[config.mk]
export PLATFORM = sky130hd
export DESIGN_NAME = pcih_top
export DESIGN_NICKNAME = d
export VERILOG_FILES = /design/src/pkg/pcih_pkg.sv /design/src/logic/pcih_top.sv /design/src/logic/pcih_bar_pair.sv /design/src/logic/pcih_irq_iack.sv
export VERILOG_INCLUDE_DIRS = /design/src /design/src/pkg
export SDC_FILE = /design/constraint.sdc
export NUM_CORES = 1
export LEC_CHECK = 0
export ABC_CLOCK_PERIOD_IN_PS = 2200
export BUFFER_PORTS_ARGS = -buffer_cell sky130_fd_sc_hd__buf_2
export CAP_MARGIN = 20
export CELL_PAD_IN_SITES_DETAIL_PLACEMENT = 1
export CELL_PAD_IN_SITES_GLOBAL_PLACEMENT = 2
export CORE_MARGIN = 8
export CORE_UTILIZATION = 26
export DETAILED_ROUTE_END_ITERATION = 8
export PLACE_DENSITY = 0.74
export SLEW_MARGIN = 20
export SYNTH_ARGS = -nofsm -noshare
export SYNTH_HDL_FRONTEND = slang
export SYNTH_SLANG_ARGS = --single-unit
[constraint.sdc]
create_clock -name ref_clk_in -period 2.2 [get_ports ref_clk_in]
set_input_delay 0.44 -clock ref_clk_in [delete_from_list [all_inputs] [get_ports ref_clk_in]]
set_output_delay 0.44 -clock ref_clk_in [all_outputs]
set_load 0.03 [all_outputs]
[src/pkg/pcih_cfg.svh]
// constants for the pci configuration header port
`ifndef PCIH_CFG_SVH
`define PCIH_CFG_SVH
`define PCIH_OFF_ID       8'h00
`define PCIH_OFF_CMDSTAT  8'h04
`define PCIH_OFF_CLASS    8'h08
`define PCIH_OFF_MISC     8'h0C
`define PCIH_OFF_BASE_ADDRESS_0     8'h10
`define PCIH_OFF_BASE_ADDRESS_1     8'h14
`define PCIH_OFF_BASE_ADDRESS_2     8'h18
`define PCIH_OFF_BASE_ADDRESS_3     8'h1C
`define PCIH_OFF_BASE_ADDRESS_4     8'h20
`define PCIH_OFF_BASE_ADDRESS_5     8'h24
`define PCIH_OFF_CIS      8'h28
`define PCIH_OFF_SUBSYS   8'h2C
`define PCIH_OFF_CAP      8'h34
`define PCIH_OFF_INTR     8'h3C
`define PCIH_CMD_WR_MASK  16'h0747
`define PCIH_CMD_INTX_DIS 10
`define PCIH_ST_CAP       4
`define PCIH_ST_66        5
`define PCIH_ST_FB2B      7
`define PCIH_ST_DEVSEL_LO 9
`define PCIH_BAR_UNUSED   32'h00000002
`define PCIH_BAR_TYPE_64  2'b10
`define PCIH_PIN_INTA     8'h01
`define PCIH_BUS_CMD_IACK 4'h0
`endif

[src/pkg/pcih_pkg.sv]
// types and shared helpers for the pci configuration header port
package pcih_pkg;
  typedef enum logic [1:0] {
    PCIH_IDLE = 2'b01,
    PCIH_RESP = 2'b10
  } pcih_state_t;

  typedef logic [31:0] pcih_word_t;

  // byte-lane merge of write data into a stored word, limited to writable bits
  function automatic pcih_word_t pcih_merge(input pcih_word_t old_w, input pcih_word_t new_w,
                                            input logic [3:0] be, input pcih_word_t wmask);
    pcih_word_t r;
    r = old_w;
    for (int i = 0; i < 4; i++) begin
      if (be[i]) begin
        r[i*8 +: 8] = new_w[i*8 +: 8];
      end
    end
    pcih_merge = (r & wmask) | (old_w & ~wmask);
  endfunction : pcih_merge
endpackage : pcih_pkg

[src/logic/pcih_top.sv]
// configuration header built from the static configuration-port inputs, the code parameters and host-written fields
`timescale 1ns/100ps
`include "pcih_cfg.svh"
module pcih_top
  import pcih_pkg::*;
#(
  parameter logic [15:0] VENDOR_CODE    = 16'h1234, // arbitrary value
  parameter logic [15:0] DEVICE_CODE    = 16'h0001, // arbitrary value
  parameter logic [15:0] SUB_VENDOR_CODE = 16'h1234, // arbitrary value
  parameter logic [15:0] SUB_DEVICE_CODE = 16'h0001  // arbitrary value
)
(
  input  wire logic        ref_clk_in,
  input  wire logic        srst_in,
  // configuration access from the pci host
  input  wire logic        cfg_rd_in,
  input  wire logic        cfg_wr_in,
  input  wire logic [7:0]  cfg_addr_in,
  input  wire logic [3:0]  cfg_be_in,
  input  wire logic [31:0] cfg_wdata_in,
  output logic [31:0]      cfg_rdata_out,
  output logic             cfg_ack_out,
  // bus command decode
  input  wire logic        cmd_valid_in,
  input  wire logic [3:0]  bus_cmd_in,
  output logic             iack_claim_out,
  // interrupt
  input  wire logic        l_interrupt_n_in,
  output logic             inta_out,
  output logic             inta_oe_out,
  // configuration-port inputs
  input  wire logic [7:0]  revision_code_input,
  input  wire logic [23:0] class_code_in,
  input  wire logic [1:0]  decode_speed_in,
  input  wire logic        cap_list_ena_in,
  input  wire logic [7:0]  cap_ptr_in,
  input  wire logic [31:0] cis_ptr_in,
  input  wire logic        back_to_back_capable_input,
  input  wire logic        iack_ena_in,
  input  wire logic [7:0]  int_pin_in,
  input  wire logic [7:0]  hw_lat_timer_in,
  input  wire logic        hw_lat_timer_ena_in,
  input  wire logic [7:0]  min_grant_in,
  input  wire logic [7:0]  max_latency_in,
  input  wire logic        fast_clock_capable_input,
  input  wire logic [5:0]  wide_data_select_input,
  input  wire logic [31:0] base_address_def_0,
  input  wire logic [31:0] base_address_def_1,
  input  wire logic [31:0] base_address_def_2,
  input  wire logic [31:0] base_address_def_3,
  input  wire logic [31:0] base_address_def_4,
  input  wire logic [31:0] base_address_def_5,
  output logic [5:0]       bar_wide_out
);
  // request sequencing and stored header fields
  pcih_state_t state_q;
  pcih_state_t state_d;
  logic        take;
  logic [7:0]  word_addr;
  logic [15:0] command_q;
  logic [7:0]  lat_timer_q;
  logic [7:0]  cache_line_q;
  logic [7:0]  int_line_q;
  logic [15:0] status_w;
  pcih_word_t  rd_word;
  pcih_word_t  bar_def [6];
  pcih_word_t  bar_rd  [6];
  logic [5:0]  bar_wr;
  logic        rd_take;
  logic        wr_take;
  logic        wr_cmd;
  logic        wr_misc;
  logic        wr_intr;
  logic [7:0]  lat_timer_rd;
  pcih_word_t  cmd_merged;
  pcih_word_t  id_word;
  pcih_word_t  cmdstat_word;
  pcih_word_t  class_word;
  pcih_word_t  misc_word;
  pcih_word_t  subsys_word;
  pcih_word_t  cap_word;
  pcih_word_t  intr_word;

  // true when the request addresses the given header word
  function automatic logic word_hit(input logic [7:0] a, input logic [7:0] off);
    word_hit = ({a[7:2], 2'b00} == off);
  endfunction : word_hit

  // definition inputs gathered for indexing
  assign bar_def[0] = base_address_def_0;
  assign bar_def[1] = base_address_def_1;
  assign bar_def[2] = base_address_def_2;
  assign bar_def[3] = base_address_def_3;
  assign bar_def[4] = base_address_def_4;
  assign bar_def[5] = base_address_def_5;

  assign word_addr = {cfg_addr_in[7:2], 2'b00};
  assign take      = (state_q == PCIH_IDLE) && (cfg_rd_in || cfg_wr_in);

  // access strobes for the read path and the writable header words
  assign rd_take = take && cfg_rd_in;
  assign wr_take = take && cfg_wr_in;
  assign wr_cmd  = wr_take && word_hit(cfg_addr_in, `PCIH_OFF_CMDSTAT);
  assign wr_misc = wr_take && word_hit(cfg_addr_in, `PCIH_OFF_MISC);
  assign wr_intr = wr_take && word_hit(cfg_addr_in, `PCIH_OFF_INTR);

  // access sequencer: a taken request is answered one cycle later
  always_comb begin
    state_d = state_q;
    case (state_q)
      PCIH_IDLE: begin
        if (take) begin
          state_d = PCIH_RESP;
        end
      end
      PCIH_RESP: begin
        state_d = PCIH_IDLE;
      end
      default: begin
        state_d = PCIH_IDLE;
      end
    endcase
  end

  // sequencer state register
  always_ff @(posedge ref_clk_in) begin
    if (srst_in) begin
      state_q <= PCIH_IDLE;
    end else begin
      state_q <= state_d;
    end
  end

  // status word assembled straight from the configuration inputs
  always_comb begin
    status_w = 16'h0000;
    status_w[`PCIH_ST_CAP] = cap_list_ena_in;
    status_w[`PCIH_ST_66] = fast_clock_capable_input;
    status_w[`PCIH_ST_FB2B] = back_to_back_capable_input;
    status_w[`PCIH_ST_DEVSEL_LO +: 2] = decode_speed_in;
  end

  // bar write strobes
  generate
    for (genvar g = 0; g < 6; g++) begin : g_bar_wr
      assign bar_wr[g] = wr_take && word_hit(cfg_addr_in, 8'(`PCIH_OFF_BASE_ADDRESS_0 + 4 * g));
    end
  endgenerate

  // base address register pairs
  generate
    for (genvar p = 0; p < 3; p++) begin : g_bar
      pcih_bar_pair u_pair (
        .ref_clk_in (ref_clk_in),
        .srst_in    (srst_in),
        .def_lo_in  (bar_def[2*p]),
        .def_hi_in  (bar_def[2*p+1]),
        .wr_lo_in   (bar_wr[2*p]),
        .wr_hi_in   (bar_wr[2*p+1]),
        .wdata_in   (cfg_wdata_in),
        .be_in      (cfg_be_in),
        .rd_lo_out  (bar_rd[2*p]),
        .rd_hi_out  (bar_rd[2*p+1])
      );
    end
  endgenerate

  // header words assembled from the configuration inputs, the code parameters and the host-written fields
  assign lat_timer_rd = hw_lat_timer_ena_in ? hw_lat_timer_in : lat_timer_q;
  assign id_word      = {DEVICE_CODE, VENDOR_CODE};
  assign cmdstat_word = {status_w, command_q};
  assign class_word   = {class_code_in, revision_code_input};
  assign misc_word    = {16'h0000, lat_timer_rd, cache_line_q};
  assign subsys_word  = {SUB_DEVICE_CODE, SUB_VENDOR_CODE};
  assign cap_word     = {24'h000000, cap_ptr_in};
  assign intr_word    = {min_grant_in, max_latency_in, int_pin_in, int_line_q};

  // read decode, reserved words read as zero
  always_comb begin
    rd_word = 32'h00000000;
    if (word_addr == `PCIH_OFF_ID) begin
      rd_word = id_word;
    end else if (word_addr == `PCIH_OFF_CMDSTAT) begin
      rd_word = cmdstat_word;
    end else if (word_addr == `PCIH_OFF_CLASS) begin
      rd_word = class_word;
    end else if (word_addr == `PCIH_OFF_MISC) begin
      rd_word = misc_word;
    end else if (word_addr == `PCIH_OFF_BASE_ADDRESS_0) begin
      rd_word = bar_rd[0];
    end else if (word_addr == `PCIH_OFF_BASE_ADDRESS_1) begin
      rd_word = bar_rd[1];
    end else if (word_addr == `PCIH_OFF_BASE_ADDRESS_2) begin
      rd_word = bar_rd[2];
    end else if (word_addr == `PCIH_OFF_BASE_ADDRESS_3) begin
      rd_word = bar_rd[3];
    end else if (word_addr == `PCIH_OFF_BASE_ADDRESS_4) begin
      rd_word = bar_rd[4];
    end else if (word_addr == `PCIH_OFF_BASE_ADDRESS_5) begin
      rd_word = bar_rd[5];
    end else if (word_addr == `PCIH_OFF_CIS) begin
      rd_word = cis_ptr_in;
    end else if (word_addr == `PCIH_OFF_SUBSYS) begin
      rd_word = subsys_word;
    end else if (word_addr == `PCIH_OFF_CAP) begin
      rd_word = cap_word;
    end else if (word_addr == `PCIH_OFF_INTR) begin
      rd_word = intr_word;
    end else begin
      rd_word = 32'h00000000;
    end
  end

  // read data held until the next taken request
  always_ff @(posedge ref_clk_in) begin
    if (srst_in) begin
      cfg_rdata_out <= 32'h00000000;
    end else if (rd_take) begin
      cfg_rdata_out <= rd_word;
    end else if (take) begin
      cfg_rdata_out <= 32'h00000000;
    end
  end

  // one-cycle answer to every taken request
  always_ff @(posedge ref_clk_in) begin
    if (srst_in) begin
      cfg_ack_out <= 1'b0;
    end else begin
      cfg_ack_out <= take;
    end
  end

  // writable command bits; status is input-derived and ignores writes
  assign cmd_merged = pcih_merge({16'h0000, command_q}, cfg_wdata_in, cfg_be_in,
                                 {16'h0000, `PCIH_CMD_WR_MASK});

  always_ff @(posedge ref_clk_in) begin
    if (srst_in) begin
      command_q <= 16'h0000;
    end else if (wr_cmd) begin
      command_q <= cmd_merged[15:0];
    end
  end

  // cache line size, kept for the host
  always_ff @(posedge ref_clk_in) begin
    if (srst_in) begin
      cache_line_q <= 8'h00;
    end else if (wr_misc && cfg_be_in[0]) begin
      cache_line_q <= cfg_wdata_in[7:0];
    end
  end

  // latency timer, frozen while hardwired
  always_ff @(posedge ref_clk_in) begin
    if (srst_in) begin
      lat_timer_q <= 8'h00;
    end else if (wr_misc && cfg_be_in[1] && !hw_lat_timer_ena_in) begin
      lat_timer_q <= cfg_wdata_in[15:8];
    end
  end

  // interrupt routing line, kept for the host
  always_ff @(posedge ref_clk_in) begin
    if (srst_in) begin
      int_line_q <= 8'h00;
    end else if (wr_intr && cfg_be_in[0]) begin
      int_line_q <= cfg_wdata_in[7:0];
    end
  end

  // registered copy of the per-bar data width selection
  always_ff @(posedge ref_clk_in) begin
    if (srst_in) begin
      bar_wide_out <= 6'h00;
    end else begin
      bar_wide_out <= wide_data_select_input;
    end
  end

  // open-drain data of the interrupt line is always low
  always_ff @(posedge ref_clk_in) begin
    if (srst_in) begin
      inta_out <= 1'b0;
    end else begin
      inta_out <= 1'b0;
    end
  end

  // interrupt forwarding and acknowledge claim
  pcih_irq_iack u_irq (
    .ref_clk_in       (ref_clk_in),
    .srst_in          (srst_in),
    .int_pin_in       (int_pin_in),
    .l_interrupt_n_in (l_interrupt_n_in),
    .intx_disable_in  (command_q[`PCIH_CMD_INTX_DIS]),
    .iack_ena_in      (iack_ena_in),
    .cmd_valid_in     (cmd_valid_in),
    .bus_cmd_in       (bus_cmd_in),
    .inta_oe_out      (inta_oe_out),
    .iack_claim_out   (iack_claim_out)
  );
endmodule : pcih_top

[src/logic/pcih_bar_pair.sv]
// one even/odd pair of base address registers with 64-bit pairing
`timescale 1ns/100ps
`include "pcih_cfg.svh"
module pcih_bar_pair
  import pcih_pkg::*;
(
  input  wire logic        ref_clk_in,
  input  wire logic        srst_in,
  input  wire pcih_word_t  def_lo_in,
  input  wire pcih_word_t  def_hi_in,
  input  wire logic        wr_lo_in,
  input  wire logic        wr_hi_in,
  input  wire pcih_word_t  wdata_in,
  input  wire logic [3:0]  be_in,
  output pcih_word_t       rd_lo_out,
  output pcih_word_t       rd_hi_out
);
  pcih_word_t lo_q;
  pcih_word_t hi_q;
  pcih_word_t lo_mask;
  pcih_word_t hi_mask;
  pcih_word_t lo_type;
  pcih_word_t hi_type;
  logic       pair_64;

  // writable address bits and constant type bits of one definition
  function automatic pcih_word_t bar_mask(input pcih_word_t d);
    if (d == `PCIH_BAR_UNUSED) begin
      bar_mask = 32'h00000000;
    end else if (d[0]) begin
      bar_mask = {d[31:2], 2'b00};
    end else begin
      bar_mask = {d[31:4], 4'h0};
    end
  endfunction : bar_mask

  function automatic pcih_word_t bar_type(input pcih_word_t d);
    if (d == `PCIH_BAR_UNUSED) begin
      bar_type = 32'h00000000;
    end else if (d[0]) begin
      bar_type = {30'h0, d[1:0]};
    end else begin
      bar_type = {28'h0, d[3:0]};
    end
  endfunction : bar_type

  always_comb begin
    pair_64 = !def_lo_in[0] && (def_lo_in[2:1] == `PCIH_BAR_TYPE_64) && (def_lo_in != `PCIH_BAR_UNUSED);
    lo_mask = bar_mask(def_lo_in);
    lo_type = bar_type(def_lo_in);
    hi_mask = pair_64 ? def_hi_in : bar_mask(def_hi_in);
    hi_type = pair_64 ? 32'h00000000 : bar_type(def_hi_in);
    rd_lo_out = (lo_q & lo_mask) | lo_type;
    rd_hi_out = (hi_q & hi_mask) | hi_type;
  end

  always_ff @(posedge ref_clk_in) begin
    if (srst_in) begin
      lo_q <= 32'h00000000;
    end else if (wr_lo_in) begin
      lo_q <= pcih_merge(lo_q, wdata_in, be_in, lo_mask);
    end
  end

  always_ff @(posedge ref_clk_in) begin
    if (srst_in) begin
      hi_q <= 32'h00000000;
    end else if (wr_hi_in) begin
      hi_q <= pcih_merge(hi_q, wdata_in, be_in, hi_mask);
    end
  end
endmodule : pcih_bar_pair

[src/logic/pcih_irq_iack.sv]
// interrupt forwarding and interrupt acknowledge claim
`timescale 1ns/100ps
`include "pcih_cfg.svh"
module pcih_irq_iack
  import pcih_pkg::*;
(
  input  wire logic        ref_clk_in,
  input  wire logic        srst_in,
  input  wire logic [7:0]  int_pin_in,
  input  wire logic        l_interrupt_n_in,
  input  wire logic        intx_disable_in,
  input  wire logic        iack_ena_in,
  input  wire logic        cmd_valid_in,
  input  wire logic [3:0]  bus_cmd_in,
  output logic             inta_oe_out,
  output logic             iack_claim_out
);
  // inta is open drain: oe high pulls the line low
  always_ff @(posedge ref_clk_in) begin
    if (srst_in) begin
      inta_oe_out <= 1'b0;
    end else begin
      inta_oe_out <= (int_pin_in == `PCIH_PIN_INTA) && !l_interrupt_n_in && !intx_disable_in;
    end
  end

  always_ff @(posedge ref_clk_in) begin
    if (srst_in) begin
      iack_claim_out <= 1'b0;
    end else begin
      iack_claim_out <= cmd_valid_in && (bus_cmd_in == `PCIH_BUS_CMD_IACK) && iack_ena_in;
    end
  end
endmodule : pcih_irq_iack

==> flow_metrics.tcl <==
set metrics [dict create \
    syn_inst 1638 \
    cts_tree "yes" \
    startpoint_type "input pin" \
    hold_viol 0 \
    start_util_pct 26.1 \
    grt_use_total_pct 25.5 \
    place_area_sq_um 17700 \
    die_x_um 242 \
    globalplace.congestion 0.915 \
    crit_slowest_cell "o31ai_1" \
    synth_edf_count 0 \
    synth-async-reset-ratio_pct 0 \
    critPathCaptureType "register" \
    wl_per_cell_um 26.6 \
    ant_nets 0 \
    finalSetupViolCount 0 \
    routed_wl_mm 77.7 \
    leakage_nw 8.76 \
    p_sw_share_pct 27.3 \
    postCtsSetupBuffers 0 \
    cp_cell_sequence "buf_2 > nor4_2 > buf_4 > nand4_1 > o31ai_1 > buf_4 > a32oi_1 > o21ai_1 > a221oi_2" \
    synth_cell_types 67 \
    worst_pin_slew_ns 0.746 \
    clock_path_buffers 3 \
    grt_pass1_vias 16700 \
    pwr-share-comb_pct 12.3 \
    critPathKind "input pin to register" \
    die_h_um 242 \
    cts.sinks 260 \
    critPathMaxStageDelay_ns 0.42 \
    grt_pass1_wl_mm 112 \
    fillerInstances 6230 \
    mostFrequentLayoutCell "buf_2" \
    design.core.area_sq_um 50900 \
    cpMostUsedCell "buf_4" \
    finalCritPeriodShare_pct 92.0 \
    powerDensity_nw_per_um2 628 \
    clk_transition_reported_paths_ns 0.06 \
    synth-seq-area-share_pct 39.2 \
    antenna_found_initial 14 \
    status "finished clean" \
    rows 83 \
    die_area_sq_um 58500 \
    drtIter0Drc 1179 \
    seqPwrFrac_pct 40.0 \
    post-route-util_pct 37.1 \
    multiInputGateArea_sq_um 7640 \
    clockPowerShare_pct 47.7 \
    arrival_ns 2.43 \
    ys_ff_latch 260 \
    synth_flop_cell "dfxtp_1" \
    dr.pass1.iters 5 \
    stdcell_area_sq_um 18900 \
    layout_common_cells "buf_2, nand2_1, dfxtp_1" \
    cp_max_fo 2 \
    ys_warn_count 0 \
    syn_area_sq_um 13300 \
    pin_count 405 \
    dp_hpwl_mm 62.7 \
    cts-root-buf "clkbuf_16" \
    timing.fmax_mhz 494 \
    relSlewSlack_pct 50.3 \
    nets 2578 \
    seq_area_sq_um 5200 \
    h-tree-depth 2 \
    crit_required_ns 2.61 \
    rsz0062_at_grt "false" \
    finalCriticalPeriod_ns 2.02 \
    via_per_inst 5.33 \
    min_path_type "input pin to register" \
    intPower_mw 8.61 \
    drcViolationCount 0 \
    drv_cap 0 \
    port_buffers 401 \
    finalClockSkew_ns 0.0352 \
    syn_area_per_cell_sq_um 8.10 \
    drv_slew 0 \
    p_sw_mw 3.24 \
    clkLatencyLatePin_ns 0.55 \
    numCtsBuffers 35 \
    vdd.ir_drop.worst_uv 521 \
    syn_nets 2001 \
    cts_hold_buf 0 \
    vias 15600 \
    grt-ovfl-total 0 \
    drive_above_1_share_pct 32.3 \
    area_growth_pct 42.2 \
    grt_start_max_net_pins 143 \
]
[worst max-delay path, delay by kind of cell]
family	cells	cell delay (ns)
compound gates	4	0.87
simple gates	2	0.64
buf+inv	3	0.47
[layer usage]
layer  vias to the layer above  GRT usage (%)  routed length, um
met5                         -              0                 74
met4                        12           8.89               2770
met3                       131           5.36               5280
met2                       622           44.3              37600
met1                      7723           30.8              31900
li1                       7091              -                  -
[worst paths after layout]
check / start / to / slack, ns / cells after the start
worst min-delay path: bus_cmd_in[0] / u_irq.iack_claim_out$_SDFF_PP0_ / 0.05 / 2
worst max-delay path: base_address_def_3[21] / cfg_rdata_out[1]$_SDFFE_PP0P_ / 0.18 / 9
worst max register to register: state_q[0]$_SDFFE_PP1P_ / cfg_rdata_out[0]$_SDFFE_PP0P_ / 0.21 / 7
worst min register to register: lat_timer_q[5]$_SDFFE_PP0P_ / lat_timer_q[5]$_SDFFE_PP0P_ / 0.45 / 2
[what timing repair did]
item,CTS,global route
resized for setup,1,2
setup endpoints to repair,1,4
pin swaps,0,0
[cell families after synthesis]
logic type	after synthesis	share of synthesized area [%]
other	1	0.0283
DFF	260	39.2
and+or+nand+nor	795	27.6
muxes	202	15.3
AOI/OAI and AO/OA	283	14.4
buffers and inverters	97	3.51
[cell type report]
| class | instances | area share, % |
|---|---|---|
| clock buffers | 53 | 5.48 |
| inverters | 5 | 0.0994 |
| multi-input cells | 1281 | 40.5 |
| diodes | 5 | 0.0663 |
| clock inverters | 7 | 0.351 |
| flip-flops and latches | 260 | 27.6 |
| repair buffers | 632 | 21.4 |
| well taps | 680 | 4.51 |
[Yosys cell counts, types with 6 or more instances]
library cell  count  area, sq um
nand4_1          28          175
a32oi_1          45          394
nor2_2            6         37.5
clkbuf_1         58          218
o21ai_0          57          285
nor2_1          230          863
nor4_1           44          275
nor4b_1           8         70.1
mux2i_1         200         2000
and2_1            9         56.3
nand3_1         122          611
a22oi_1          11         82.6
o211ai_1         11         82.6
o221ai_1          7         61.3
a31oi_1          12         75.1
buf_2            18         90.1
nand2b_1         11         68.8
and3_1            6         37.5
dfxtp_1         260         5200
buf_4            11         82.6
nand2_1         284         1070
a21oi_1          72          360
nor3_1            7         35.0
o21ai_1          10         50.1
nor2b_1          12         75.1
a311oi_1         10         87.6
[metrics by stage]
stage	cells	TNS (ns)	worst slack, ns	total power, mW	hold WS (ns)
after floorplan	1638	0	0.0404	5.23	0.429
after global placement	2858	-11.79	-0.499	6.27	0.434
after detailed placement	2858	-16.13	-0.511	6.28	0.446
after CTS	2918	0	0.0594	12.0	0.0225
after global routing	2920	0	0.0534	12.2	0.0528
final	2923	0	0.177	11.8	0.0544
[state kept, by name (all words and copies together) (netlist names)]
signal and cells:
state_q 2, g_bar.u_pair.lo_q 90, u_irq.inta_oe_out 1, int_line_q 8, u_irq.iack_claim_out 1, g_bar.u_pair.hi_q 96
bar_wide_out 6, lat_timer_q 8, cfg_ack_out 1, cfg_rdata_out 32, command_q 7, cache_line_q 8
[power by group through the flow]
stage | clock (mW) | sequential [mW] | combinational, mW
after floorplan | 0 | 4.87 | 0.362
after global placement | 0 | 4.84 | 1.43
after detailed placement | 0 | 4.84 | 1.44
after CTS | 5.78 | 4.74 | 1.45
after global routing | 5.96 | 4.74 | 1.52
final | 5.65 | 4.74 | 1.46
Power figures use the tool's default switching activity.
